### src/design/pic_pkg.sv
package pic_pkg;

  // =========================================================
  // special-function addresses
  localparam logic [7:0]  PIC_ADDR_ENABLE_LOW  = 8'h3A;
  localparam logic [7:0]  PIC_ADDR_ENABLE_HIGH = 8'h3B;
  localparam logic [7:0]  PIC_ADDR_LATCH_LOW   = 8'h3C;
  localparam logic [7:0]  PIC_ADDR_LATCH_HIGH  = 8'h3D;
  localparam logic [7:0]  PIC_ADDR_SELECTOR    = 8'h3E;

  // =========================================================
  // field positions and levels
  localparam int          PIC_NUM_LEVELS       = 16;
  localparam int          PIC_IMF_BIT          = 0;
  localparam int          PIC_PICK_BIT         = 1;
  localparam int          PIC_IDX_SOFT         = 1;
  localparam int          PIC_IDX_FETCH        = 2;
  localparam int          PIC_IDX_WDOG         = 3;
  localparam int          PIC_IDX_PIN_A        = 4;
  localparam int          PIC_IDX_SHARED       = 14;
  localparam logic [3:0]  PIC_FIRST_MASKABLE   = 4'h4;
  localparam logic [3:0]  PIC_FIRST_LATCHED    = 4'h2;
  localparam logic [15:0] PIC_VECTOR_TOP       = 16'hFFFE;
  localparam logic [15:0] PIC_LATCH_IMPL       = 16'hFFFC;
  localparam logic [15:0] PIC_EF_IMPL          = 16'hFFF0;

  // =========================================================
  // values after reset
  localparam logic [15:0] PIC_LATCH_RST        = 16'h0000;
  localparam logic [15:0] PIC_EF_RST           = 16'h0000;
  localparam logic        PIC_IMF_RST          = 1'h0;
  localparam logic        PIC_PICK_RST         = 1'h0;
  localparam logic [7:0]  PIC_RDATA_RST        = 8'h00;

  // =========================================================
  // carriers
  typedef struct packed {
    logic ext_pin_e;
    logic timer_three_event;
    logic ext_pin_d;
    logic converter_done_event;
    logic timer_four_event;
    logic serial_port_event;
    logic timer_one_event;
    logic ext_pin_c;
    logic time_base_tick;
    logic ext_pin_b;
    logic ext_pin_a;
    logic watchdog_trap;
    logic fetch_guard_trap;
  } pic_evt_s;

  typedef struct packed {
    logic [7:0] addr;
    logic       wr;
    logic       rd;
    logic [7:0] wdata;
  } pic_sfr_s;

  typedef struct packed {
    logic        req;
    logic [3:0]  level;
    logic [15:0] vector;
  } pic_irq_s;

endpackage

### src/design/pic_ctrl.sv
// Functional notes
// - fifteen sources besides reset; four internal non-maskable, rest maskable.
// - a source event sets its request latch to one.
// - a set latch is presented only while its interrupt is enabled.
// - maskable sources need master enable and own enable both one.
// - nesting allowed once software sets master enable inside a routine.
// - simultaneous requests accepted by fixed order, lower level wins.
// - software and illegal-opcode traps: no latch, vector FFFC, level 1.
// - fetch-guard trap: latch bit 2, vector FFFA, non-maskable.
// - watchdog trap: latch bit 3, vector FFF8, non-maskable.
// - pin A: bit 4, vector FFF6, needs master, enable and pin gate.
// - bits 4 to 15 step vectors down by two, level is n.
// - bit 14 shared by pin D and timer three, chosen by pick bit.
// - fetch-guard event requests reset until trap action select is zero.
// - watchdog event requests reset until watchdog action select is zero.
// - a latch is cleared when its interrupt is accepted.
// - all request latches are zero during reset.
// - latches readable as two bytes at 3C low and 3D high.
// - writing zero clears a latch bit; reads give pending status.
// - writing one never sets a latch.
// - acceptance clears master enable.
// - master enable saved on acceptance, restored by interrupt return.
// - master enable is bit 0 of the enable low byte at 3A.
// - the unselected shared source is ignored, not latched.
`timescale 1ns/1ps
`default_nettype none
module pic_ctrl
  import pic_pkg::*;
#(
  parameter int NEST_DEPTH = 8
) (
  input  wire logic     sys_clk,
  input  wire logic     rst_n,
  input  wire pic_sfr_s sfr,
  input  wire pic_evt_s events,
  input  wire logic     software_trap,
  input  wire logic     illegal_opcode_trap,
  input  wire logic     ext_pin_a_gate,
  input  wire logic     trap_action_select,
  input  wire logic     watchdog_action_select,
  input  wire logic     irq_accept,
  input  wire logic     irq_return_op,
  output var  logic [7:0] sfr_rdata_r,
  output var  pic_irq_s irq_r,
  output var  logic     master_irq_enable_r,
  output var  logic     reset_request_r
);

  // =========================================================
  // state
  logic [15:0]           request_latch_r;
  logic [15:0]           per_source_enable_r;
  logic                  shared_level_pick_r;
  logic [NEST_DEPTH-1:0] imf_stack_r;

  // =========================================================
  // register decode
  wire wr_en_low  = sfr.wr && (sfr.addr == PIC_ADDR_ENABLE_LOW);
  wire wr_en_high = sfr.wr && (sfr.addr == PIC_ADDR_ENABLE_HIGH);
  wire wr_il_low  = sfr.wr && (sfr.addr == PIC_ADDR_LATCH_LOW);
  wire wr_il_high = sfr.wr && (sfr.addr == PIC_ADDR_LATCH_HIGH);
  wire wr_sel     = sfr.wr && (sfr.addr == PIC_ADDR_SELECTOR);

  // =========================================================
  // event capture
  wire fetch_set = events.fetch_guard_trap && !trap_action_select;
  wire wdog_set  = events.watchdog_trap && !watchdog_action_select;
  wire shared_set = shared_level_pick_r ? events.timer_three_event
                                        : events.ext_pin_d;
  wire reset_req_nxt = (events.fetch_guard_trap && trap_action_select) ||
                       (events.watchdog_trap && watchdog_action_select);

  // reserved levels 10 and 12 have no source
  wire [15:0] set_vec = {events.ext_pin_e, shared_set,
                         events.converter_done_event, 1'h0,
                         events.timer_four_event, 1'h0,
                         events.serial_port_event, events.timer_one_event,
                         events.ext_pin_c, events.time_base_tick,
                         events.ext_pin_b, events.ext_pin_a,
                         wdog_set, fetch_set, 2'h0};

  // =========================================================
  // latch clearing
  wire [7:0]  clr_low  = wr_il_low  ? ~sfr.wdata : 8'h00;
  wire [7:0]  clr_high = wr_il_high ? ~sfr.wdata : 8'h00;
  wire [15:0] wr_clr   = {clr_high, clr_low} & PIC_LATCH_IMPL;
  wire [15:0] acc_clr  = irq_accept ?
                         ((16'h0001 << irq_r.level) & PIC_LATCH_IMPL)
                         : 16'h0000;

  // set wins over any clear; writing one only keeps the bit
  wire [15:0] latch_nxt = (request_latch_r & ~wr_clr & ~acc_clr) |
                          set_vec;

  // =========================================================
  // enables and candidates
  logic [15:0] level_en;
  genvar n;
  generate
    for (n = 0; n < PIC_NUM_LEVELS; n++) begin : g_en
      if (n < PIC_IDX_FETCH) begin : g_none
        assign level_en[n] = 1'h0;
      end else if (n < PIC_IDX_PIN_A) begin : g_nmi
        assign level_en[n] = 1'h1;
      end else if (n == PIC_IDX_PIN_A) begin : g_pin_a
        assign level_en[n] = master_irq_enable_r &&
                             per_source_enable_r[n] && ext_pin_a_gate;
      end else begin : g_mask
        assign level_en[n] = master_irq_enable_r &&
                             per_source_enable_r[n];
      end
    end
  endgenerate

  wire        soft_req = software_trap || illegal_opcode_trap;
  wire [15:0] cand = (request_latch_r & level_en) |
                     (soft_req ? 16'h0002 : 16'h0000);
  wire [15:0] first_hot = cand & (~cand + 16'h0001);

  function automatic logic [3:0] pic_encode(input logic [15:0] hot);
    logic [3:0] idx;
    idx = 4'h0;
    for (int i = 0; i < PIC_NUM_LEVELS; i++) begin
      if (hot[i]) begin
        idx = 4'(i);
      end
    end
    return idx;
  endfunction

  wire [3:0]  win_level  = pic_encode(first_hot);
  wire [15:0] win_vector = PIC_VECTOR_TOP -
                           {11'h000, win_level, 1'h0};
  // the stale request is dropped in the cycle after an acceptance
  pic_irq_s irq_nxt;
  assign irq_nxt = '{req:    (cand != 16'h0000) && !irq_accept,
                     level:  win_level,
                     vector: win_vector};

  // =========================================================
  // master enable with nesting stack
  wire wr_imf = wr_en_low;
  logic                  imf_nxt;
  logic [NEST_DEPTH-1:0] stack_nxt;
  assign imf_nxt = irq_accept    ? 1'h0 :
                   irq_return_op ? imf_stack_r[0] :
                   wr_imf        ? sfr.wdata[PIC_IMF_BIT] :
                                   master_irq_enable_r;
  assign stack_nxt = irq_accept ?
                     {imf_stack_r[NEST_DEPTH-2:0], master_irq_enable_r} :
                     irq_return_op ? {1'h0, imf_stack_r[NEST_DEPTH-1:1]} :
                     imf_stack_r;

  wire [15:0] ef_nxt = {wr_en_high ? sfr.wdata : per_source_enable_r[15:8],
                        wr_en_low ? sfr.wdata[7:4]
                                  : per_source_enable_r[7:4],
                        4'h0} & PIC_EF_IMPL;
  wire pick_nxt = wr_sel ? sfr.wdata[PIC_PICK_BIT] : shared_level_pick_r;

  // =========================================================
  // read mux
  wire [7:0] rd_mux =
    (sfr.addr == PIC_ADDR_ENABLE_LOW)  ?
      {per_source_enable_r[7:4], 3'h0, master_irq_enable_r} :
    (sfr.addr == PIC_ADDR_ENABLE_HIGH) ? per_source_enable_r[15:8] :
    (sfr.addr == PIC_ADDR_LATCH_LOW)   ? request_latch_r[7:0] :
    (sfr.addr == PIC_ADDR_LATCH_HIGH)  ? request_latch_r[15:8] :
    (sfr.addr == PIC_ADDR_SELECTOR)    ? {6'h00, shared_level_pick_r, 1'h0} :
                                         8'h00;
  wire [7:0] rdata_nxt = sfr.rd ? rd_mux : sfr_rdata_r;

  // =========================================================
  // flip-flops
  always_ff @(posedge sys_clk or negedge rst_n) begin
    if (!rst_n) begin
      request_latch_r <= PIC_LATCH_RST;
      per_source_enable_r <= PIC_EF_RST;
      shared_level_pick_r <= PIC_PICK_RST;
      master_irq_enable_r <= PIC_IMF_RST;
      imf_stack_r <= '0;
      irq_r <= '0;
      sfr_rdata_r <= PIC_RDATA_RST;
      reset_request_r <= 1'h0;
    end else begin
      request_latch_r <= latch_nxt;
      per_source_enable_r <= ef_nxt;
      shared_level_pick_r <= pick_nxt;
      master_irq_enable_r <= imf_nxt;
      imf_stack_r <= stack_nxt;
      irq_r <= irq_nxt;
      sfr_rdata_r <= rdata_nxt;
      reset_request_r <= reset_req_nxt;
    end
  end
endmodule
`default_nettype wire

### config.mk
export PLATFORM = sky130hd
export DESIGN_NAME = pic_ctrl
export DESIGN_NICKNAME = d
export VERILOG_FILES = /design/src/design/pic_pkg.sv /design/src/design/pic_ctrl.sv
export SDC_FILE = /design/constraint.sdc
export NUM_CORES = 1
export LEC_CHECK = 0
export ABC_AREA = 1
export BUFFER_PORTS_ARGS = -buffer_cell sky130_fd_sc_hd__buf_2
export CAP_MARGIN = 5
export CELL_PAD_IN_SITES_DETAIL_PLACEMENT = 1
export CELL_PAD_IN_SITES_GLOBAL_PLACEMENT = 2
export CORE_ASPECT_RATIO = 0.9
export CORE_MARGIN = 1.5
export CORE_UTILIZATION = 33
export CTS_CLUSTER_SIZE = 10
export DETAILED_ROUTE_END_ITERATION = 16
export PLACE_DENSITY = 0.89
export SYNTH_ARGS = -nofsm -noshare
export SYNTH_HDL_FRONTEND = slang
export SYNTH_SLANG_ARGS = --single-unit
### constraint.sdc
create_clock -name sys_clk -period 4.03 [get_ports sys_clk]
set_clock_uncertainty 0.1 [all_clocks]
set_input_delay 0.6045 -clock sys_clk [delete_from_list [all_inputs] [get_ports sys_clk]]
set_output_delay 0.6045 -clock sys_clk [all_outputs]
set_load 0.05 [all_outputs]
==> results of run 1 <==
==> report_power, final <==
group          switching [uW]  internal [uW]  leakage [uW]
combinational             129           49.7       0.00106
clock                     181            158     0.0000515
sequential               25.0            577      0.000661
==> cell families (layout without fill, tap and decap cells) <==
group	count (synthesis)	in the layout
compound gates	69	69
buf+inv	65	126
flops	55	55
mux	1	1
other cells	2	2
simple gates	193	193
==> per-layer routing <==
layer  part of all wire (%)  routed length, um
met5                      0                  0
met2                     47               4190
met3                    4.5                405
met4                    1.9                172
met1                     47               4220
==> worst register-to-register path: stages (launching register included) <==
cell     delay (ps)
dfrtp_1         760
nand3_1         330
nand2_1         170
inv_1            70
nand3_1          90
inv_2            40
nand2_2          70
nand3_1         140
inv_2            90
nand2_1          50
==> worst max-delay path by stage <==
stage / from / end / cells past startpoint
after floorplan: master_irq_enable_r$_DFFE_PN0P_ / irq_r[18]$_DFF_PN0_ / 10
after global placement: sfr[17] / request_latch_r[5]$_DFF_PN0_ / 8
after detailed placement: sfr[17] / request_latch_r[6]$_DFF_PN0_ / 8
after CTS: master_irq_enable_r$_DFFE_PN0P_ / master_irq_enable_r / 1
after global routing: master_irq_enable_r$_DFFE_PN0P_ / master_irq_enable_r / 1
final: master_irq_enable_r$_DFFE_PN0P_ / master_irq_enable_r / 1
==> cells in the final DEF (no fill, tap or decap), types with 5 or more instances in the layout <==
master and n:
inv_1 41, o21ai_2 8, nor2_1 33, a21oi_1 16, buf_2 69, o21ai_0 14
inv_2 7, clkbuf_8 7, a31o_1 9, dfrtp_1 55, nand2_1 86, o21ai_1 12
nand2_2 5, nand3_1 42
==> flip-flops by register name (all words and copies together), names as in the netlist <==
signal and cells:
imf_stack_r 8, shared_level_pick_r 1, master_irq_enable_r 1, irq_r 10, per_source_enable_r 12, sfr_rdata_r 8, request_latch_r 14, reset_request_r 1
==> layout make-up <==
class	instances	area [um2]
timing repair buffer	70	353
sequential	55	1380
tap	122	153
fill	1152	5510
inverter	48	180
clock buffer	8	100
multi-input combinational	265	1380
==> per-stage QoR <==
step	total power [uW]	setup WS (ps)	utilization, %	area, um2
3_5_place_dp	793	1850	38.0	3440
2_1_floorplan	727	2270	-	3050
4_1_cts	1130	1860	39.1	3540
6_report	1120	1870	39.1	3540
3_3_place_gp	789	1950	38.0	3440
5_1_grt	1170	1820	39.1	3540
==> metrics, run 1 <==
DRC violations left 0; placed insts 560; fraction of the mapped netlist area in adder cells 0%; Die H 94.3 um; Synth Instances 385; CP max FO 16; Die X-Extent 104 um; fin cells 568; Clock Path Buffers 2; status finished, final reports clean; top cells by count, synth nand2_1 (86), dfrtp_1 (55), nand3_1 (42); Synthesis Warnings 0; clock slew at reported path FFs 100 ps; Initial Util 33.8%; VDD IR max 0.000140 V; Post-layout nets 485; largest net degree at the start of global routing 30; Synth Area in Simple Gates 30.4%; max cap viols 0; clock latency on the worst-skew pair 310 ps; vias 2836; share of synthesized registers carrying an async set or reset 100%; CP bufs+invs 1; mapped cell area 0.00305 mm2; Top Family by Delay on Critical Path flip-flops; library cells used by synthesis 35; total die area 0.00984 mm2; CP Capture Type primary output; Slowest-stage cell, CP dfrtp_1; Synth area leader dfrtp_1; Slew Limit Fails 0; cts hold-fix bufs 0; post-CTS setup buffer count 0; GR Util met1 26.3%; Placeable Area 0.00904 mm2; Lkg Pwr 0.00177 uW; gr ovfl total 0; syn_area_per_cell 7.93 um2; unrepaired setup endpoints after global routing false; R2R Path Start master_irq_enable_r$_DFFE_PN0P_; Tcrit/Tclk final 53.6%; largest family of logic cells by synthesized area simple AND/OR/NAND/NOR gates; drt pass-1 iters 4; ANT nets after route 0; Rel. slew slack 54.3%; TritonCTS clock tree yes; total negative slack 0 ps; final wirelength 9000 um; GRT Overall Usage 19.5%; count of final setup violators 0; grt peak-use layer met2; n_diodes 0; first-pass GRT wire length 14800 um; internal reg-to-reg setup slack 2020 ps; vias in the first global route 2912; CTS Buf Count 5; row count 33; RD Place Congestion 0.837; #FFs+latches synth 55; crit path launch type flip-flop; I/O Pins 71; Worst-Margin Slew 685 ps; post_cts resized 0; Seq/Total Area, Yosys 45.1%; Post-synth EDFFs 0; met3 global-route usage 2.77%; Setup Crit Path Kind flip-flop to primary output; critical path required time 3330 ps; H-tree depth 2; Mapped Nets 425; mux contribution to synthesized area 0.328%; DR iter-0 viols 106; clock sink total 55; HP Class primary input to asynchronous set/reset pin; area share of the largest cell type after synthesis 45.1%; Max Clk Rate 463 MHz; GRT met2 Usage 32.1%; Hold Worst Slack 222 ps; Syn-to-layout area delta 15.8%; drt wl/cell 15.8 um; reg2reg path depth 9; slowest cell delay on critical path 760 ps; most frequent cell after synthesis nand2_1; r2r endpoint irq_r[19]$_DFF_PN0_; endpoints failing hold 0; Clock Tree Root clkbuf_8; Post-synth top flop dfrtp_1; Post-Synth XOR/XNOR Area 0%; initial antenna violation count 0; layout cells sized above 1 25.1%; crit path DAT 1460 ps; worst path cell trace buf_2; top post-synthesis cells by area dfrtp_1 (45%), nand2_1 (11%), nand3_1 (6.9%), inv_1 (5.0%), nor2_1 (4.1%); Power per Cell Area 317 mW/mm2; Compound-Gate Fraction of Synth Area 14.1%; IO buf count 69; Final min period 2160 ps; Via-to-Cell Ratio 4.99; DP Wirelength 7180 um
Note: power is estimated with default switching activity, not from simulation.
==> run 2, diff against run 1 <==
- CORE_UTILIZATION: 33 -> 31
- PLACE_DENSITY: 0.89 -> 0.84
- clock period: 4.03 -> 2.05 ns (I/O delays scaled with it)
==> run 2 against run 1 <==
Flip-flop and latch count did not move. Global-route usage is 0.84 points lower. Wire length increased by 2.8%. Largest cell class unchanged.
==> metrics, run 2 (synthesis results as in run 1) <==
status finished, final reports clean (unchanged); slowest cell delay on critical path 540 ps (was 760 ps); CTS Buf Count 5 (unchanged); TritonCTS clock tree yes (unchanged); drt wl/cell 16.0 um (was 15.8 um); Final min period 1750 ps; vias in the first global route 3039 (was 2912); most frequent CP cell nand2_1; Setup Crit Path Kind flip-flop to flip-flop (was flip-flop to primary output); ANT nets after route 0 (unchanged); layout filler cell count 1221 (was 1152); Power per Cell Area 605 mW/mm2 (was 317 mW/mm2); DR top layer met4 (unchanged); Routed met1 length 4540 um (was 4220 um); H-tree depth 2 (unchanged); clock latency on the worst-skew pair 320 ps (was 310 ps); gr ovfl total 0 (unchanged); clock sink total 55 (unchanged); Syn-to-layout area delta 18.0% (was 15.8%); CP Capture Type flip-flop (was primary output); HP Class primary input to flip-flop (was primary input to asynchronous set/reset pin); Power Total 2180 uW (was 1120 uW); crit path launch type flip-flop (unchanged); DP Wirelength 7380 um (was 7180 um); Die X-Extent 108 um (was 104 um); Post-layout nets 492 (was 485); Final Util 37.5% (was 39.1%); unrepaired setup endpoints after global routing false (unchanged); Clock Tree Root clkbuf_8 (unchanged); layout cells sized above 1 26.5% (was 25.1%); GRT Overall Usage 18.6% (was 19.5%); Seq. cell area 0.00138 mm2 (about the same); DR iter-0 viols 127 (was 106); CP bufs+invs 2 (was 1); crit path DAT 1850 ps (was 1460 ps); total negative slack 0 ps (unchanged); CP max FO 16 (unchanged); largest net degree at the start of global routing 34 (was 30); Lkg Pwr 0.00181 uW (was 0.00177 uW); internal reg-to-reg setup slack 300 ps (was 2020 ps); vias 2874 (was 2836); worst path cell trace nand2_1 -> inv_1 -> nand2_1 -> nand2_1 -> nor2_1 -> nand3_1 -> inv_2 -> nand2_2 -> nand3_1 -> nor2_1 (was buf_2); Placeable Area 0.00961 mm2 (was 0.00904 mm2); endpoints failing hold 0 (unchanged); Slew Limit Fails 0 (unchanged); largest register by flop count request_latch_r (unchanged); initial antenna violation count 0 (unchanged); count of final setup violators 0 (unchanged); RD Place Congestion 0.843 (was 0.837); most frequent cells in the layout nand2_1 (86), buf_2 (69), dfrtp_1 (54), nand3_1 (42), inv_1 (41) (was nand2_1 (86), buf_2 (69), dfrtp_1 (55), nand3_1 (42), inv_1 (41)); max cap viols 0 (unchanged); final wirelength 9250 um (was 9000 um); Initial Util 31.8% (was 33.8%); VDD IR max 0.000256 V (was 0.000140 V); IO buf count 69 (unchanged); Worst-Margin Slew 583 ps (was 685 ps); Die H 97.2 um (was 94.3 um); max FFs per register 14 (unchanged); I/O Pins 71 (unchanged); n_diodes 0 (unchanged); commonest non-fill, non-tap cell in the layout nand2_1 (unchanged); Top Family by Delay on Critical Path simple AND/OR/NAND/NOR gates (was flip-flops); drt pass-1 iters 5 (was 4); DRC violations left 0 (unchanged); row count 34 (was 33); critical path required time 2150 ps (was 3330 ps); Tcrit/Tclk final 85.4%; clock slew at reported path FFs 120 ps (was 100 ps); Clock Path Buffers 2 (unchanged); multi-input logic area 0.00138 mm2 (unchanged); total die area 0.0105 mm2 (was 0.00984 mm2); Rel. slew slack 61.1% (was 54.3%); Slowest-stage cell, CP dfrtp_2 (was dfrtp_1); wire length on met2 4280 um (was 4190 um); first-pass GRT wire length 15400 um (was 14800 um); met3 routed WL 321 um (was 405 um); Max Clk Rate 571 MHz; Largest regs request_latch_r: 14 flops, per_source_enable_r: 12 flops, irq_r: 10 flops (unchanged); Via-to-Cell Ratio 4.96 (was 4.99)
-- run 2: worst reg2reg max path, stage by stage, from the launching register on --
cell	delay (ps)
dfrtp_2	540
nand2_1	130
inv_1	40
nand2_1	80
nand2_1	60
nor2_1	230
nand3_1	130
inv_2	80
nand2_2	60
nand3_1	130
nor2_1	70
-- run 2: stage by stage --
stage	cells	worst slack (ps)	hold slack (ps)	area (um2)
4_1_cts	579	195	79.7	3600
3_3_place_gp	570	277	226	3500
6_report	579	299	81.4	3600
2_1_floorplan	385	291	-88.1	3050
5_1_grt	579	103	71.9	3600
3_5_place_dp	570	221	239	3500
-- run 2: layout make-up --
class,count,area share (%)
well taps,126,4.37
clock buffers,5,1.91
inverters,48,5.00
flip-flops and latches,55,38.2
multi-input cells,265,38.1
repair buffers,77,11.7
clock inverters,3,0.694
-- run 2: worst paths after layout --
path	start	end	depth (start not counted)
max	master_irq_enable_r$_DFFE_PN0P_	irq_r[4]$_DFF_PN0_	10
min reg2reg	sfr_rdata_r[0]$_DFFE_PN0P_	sfr_rdata_r[0]$_DFFE_PN0P_	2
max in group asynchronous	rst_n	master_irq_enable_r$_DFFE_PN0P_	3
max reg2reg	master_irq_enable_r$_DFFE_PN0P_	irq_r[4]$_DFF_PN0_	10
min in group asynchronous	rst_n	sfr_rdata_r[4]$_DFFE_PN0P_	2
min	events[12]	request_latch_r[15]$_DFF_PN0_	2
-- run 2: what timing repair did --
| item | CTS | global route |
|---|---|---|
| setup buffers | 0 | 0 |
| resized for setup | 0 | 1 |
| hold buffers | 1 | 0 |
| setup endpoints to repair | 0 | 4 |
| endpoints found under the hold margin | 22 | 0 |
-- run 2: report_power, final --
group	switching [uW]	leakage [uW]	internal (uW)
clock	388	0.0000443	246
sequential	51.5	0.000660	1140
combinational	252	0.00110	107
-- run 2: per-layer routing --
layer,up-vias,GRT usage [%]
li1,1399,-
met1,1401,25.9
met2,65,30.1
met4,0,4.05
met3,9,3.55
met5,-,0
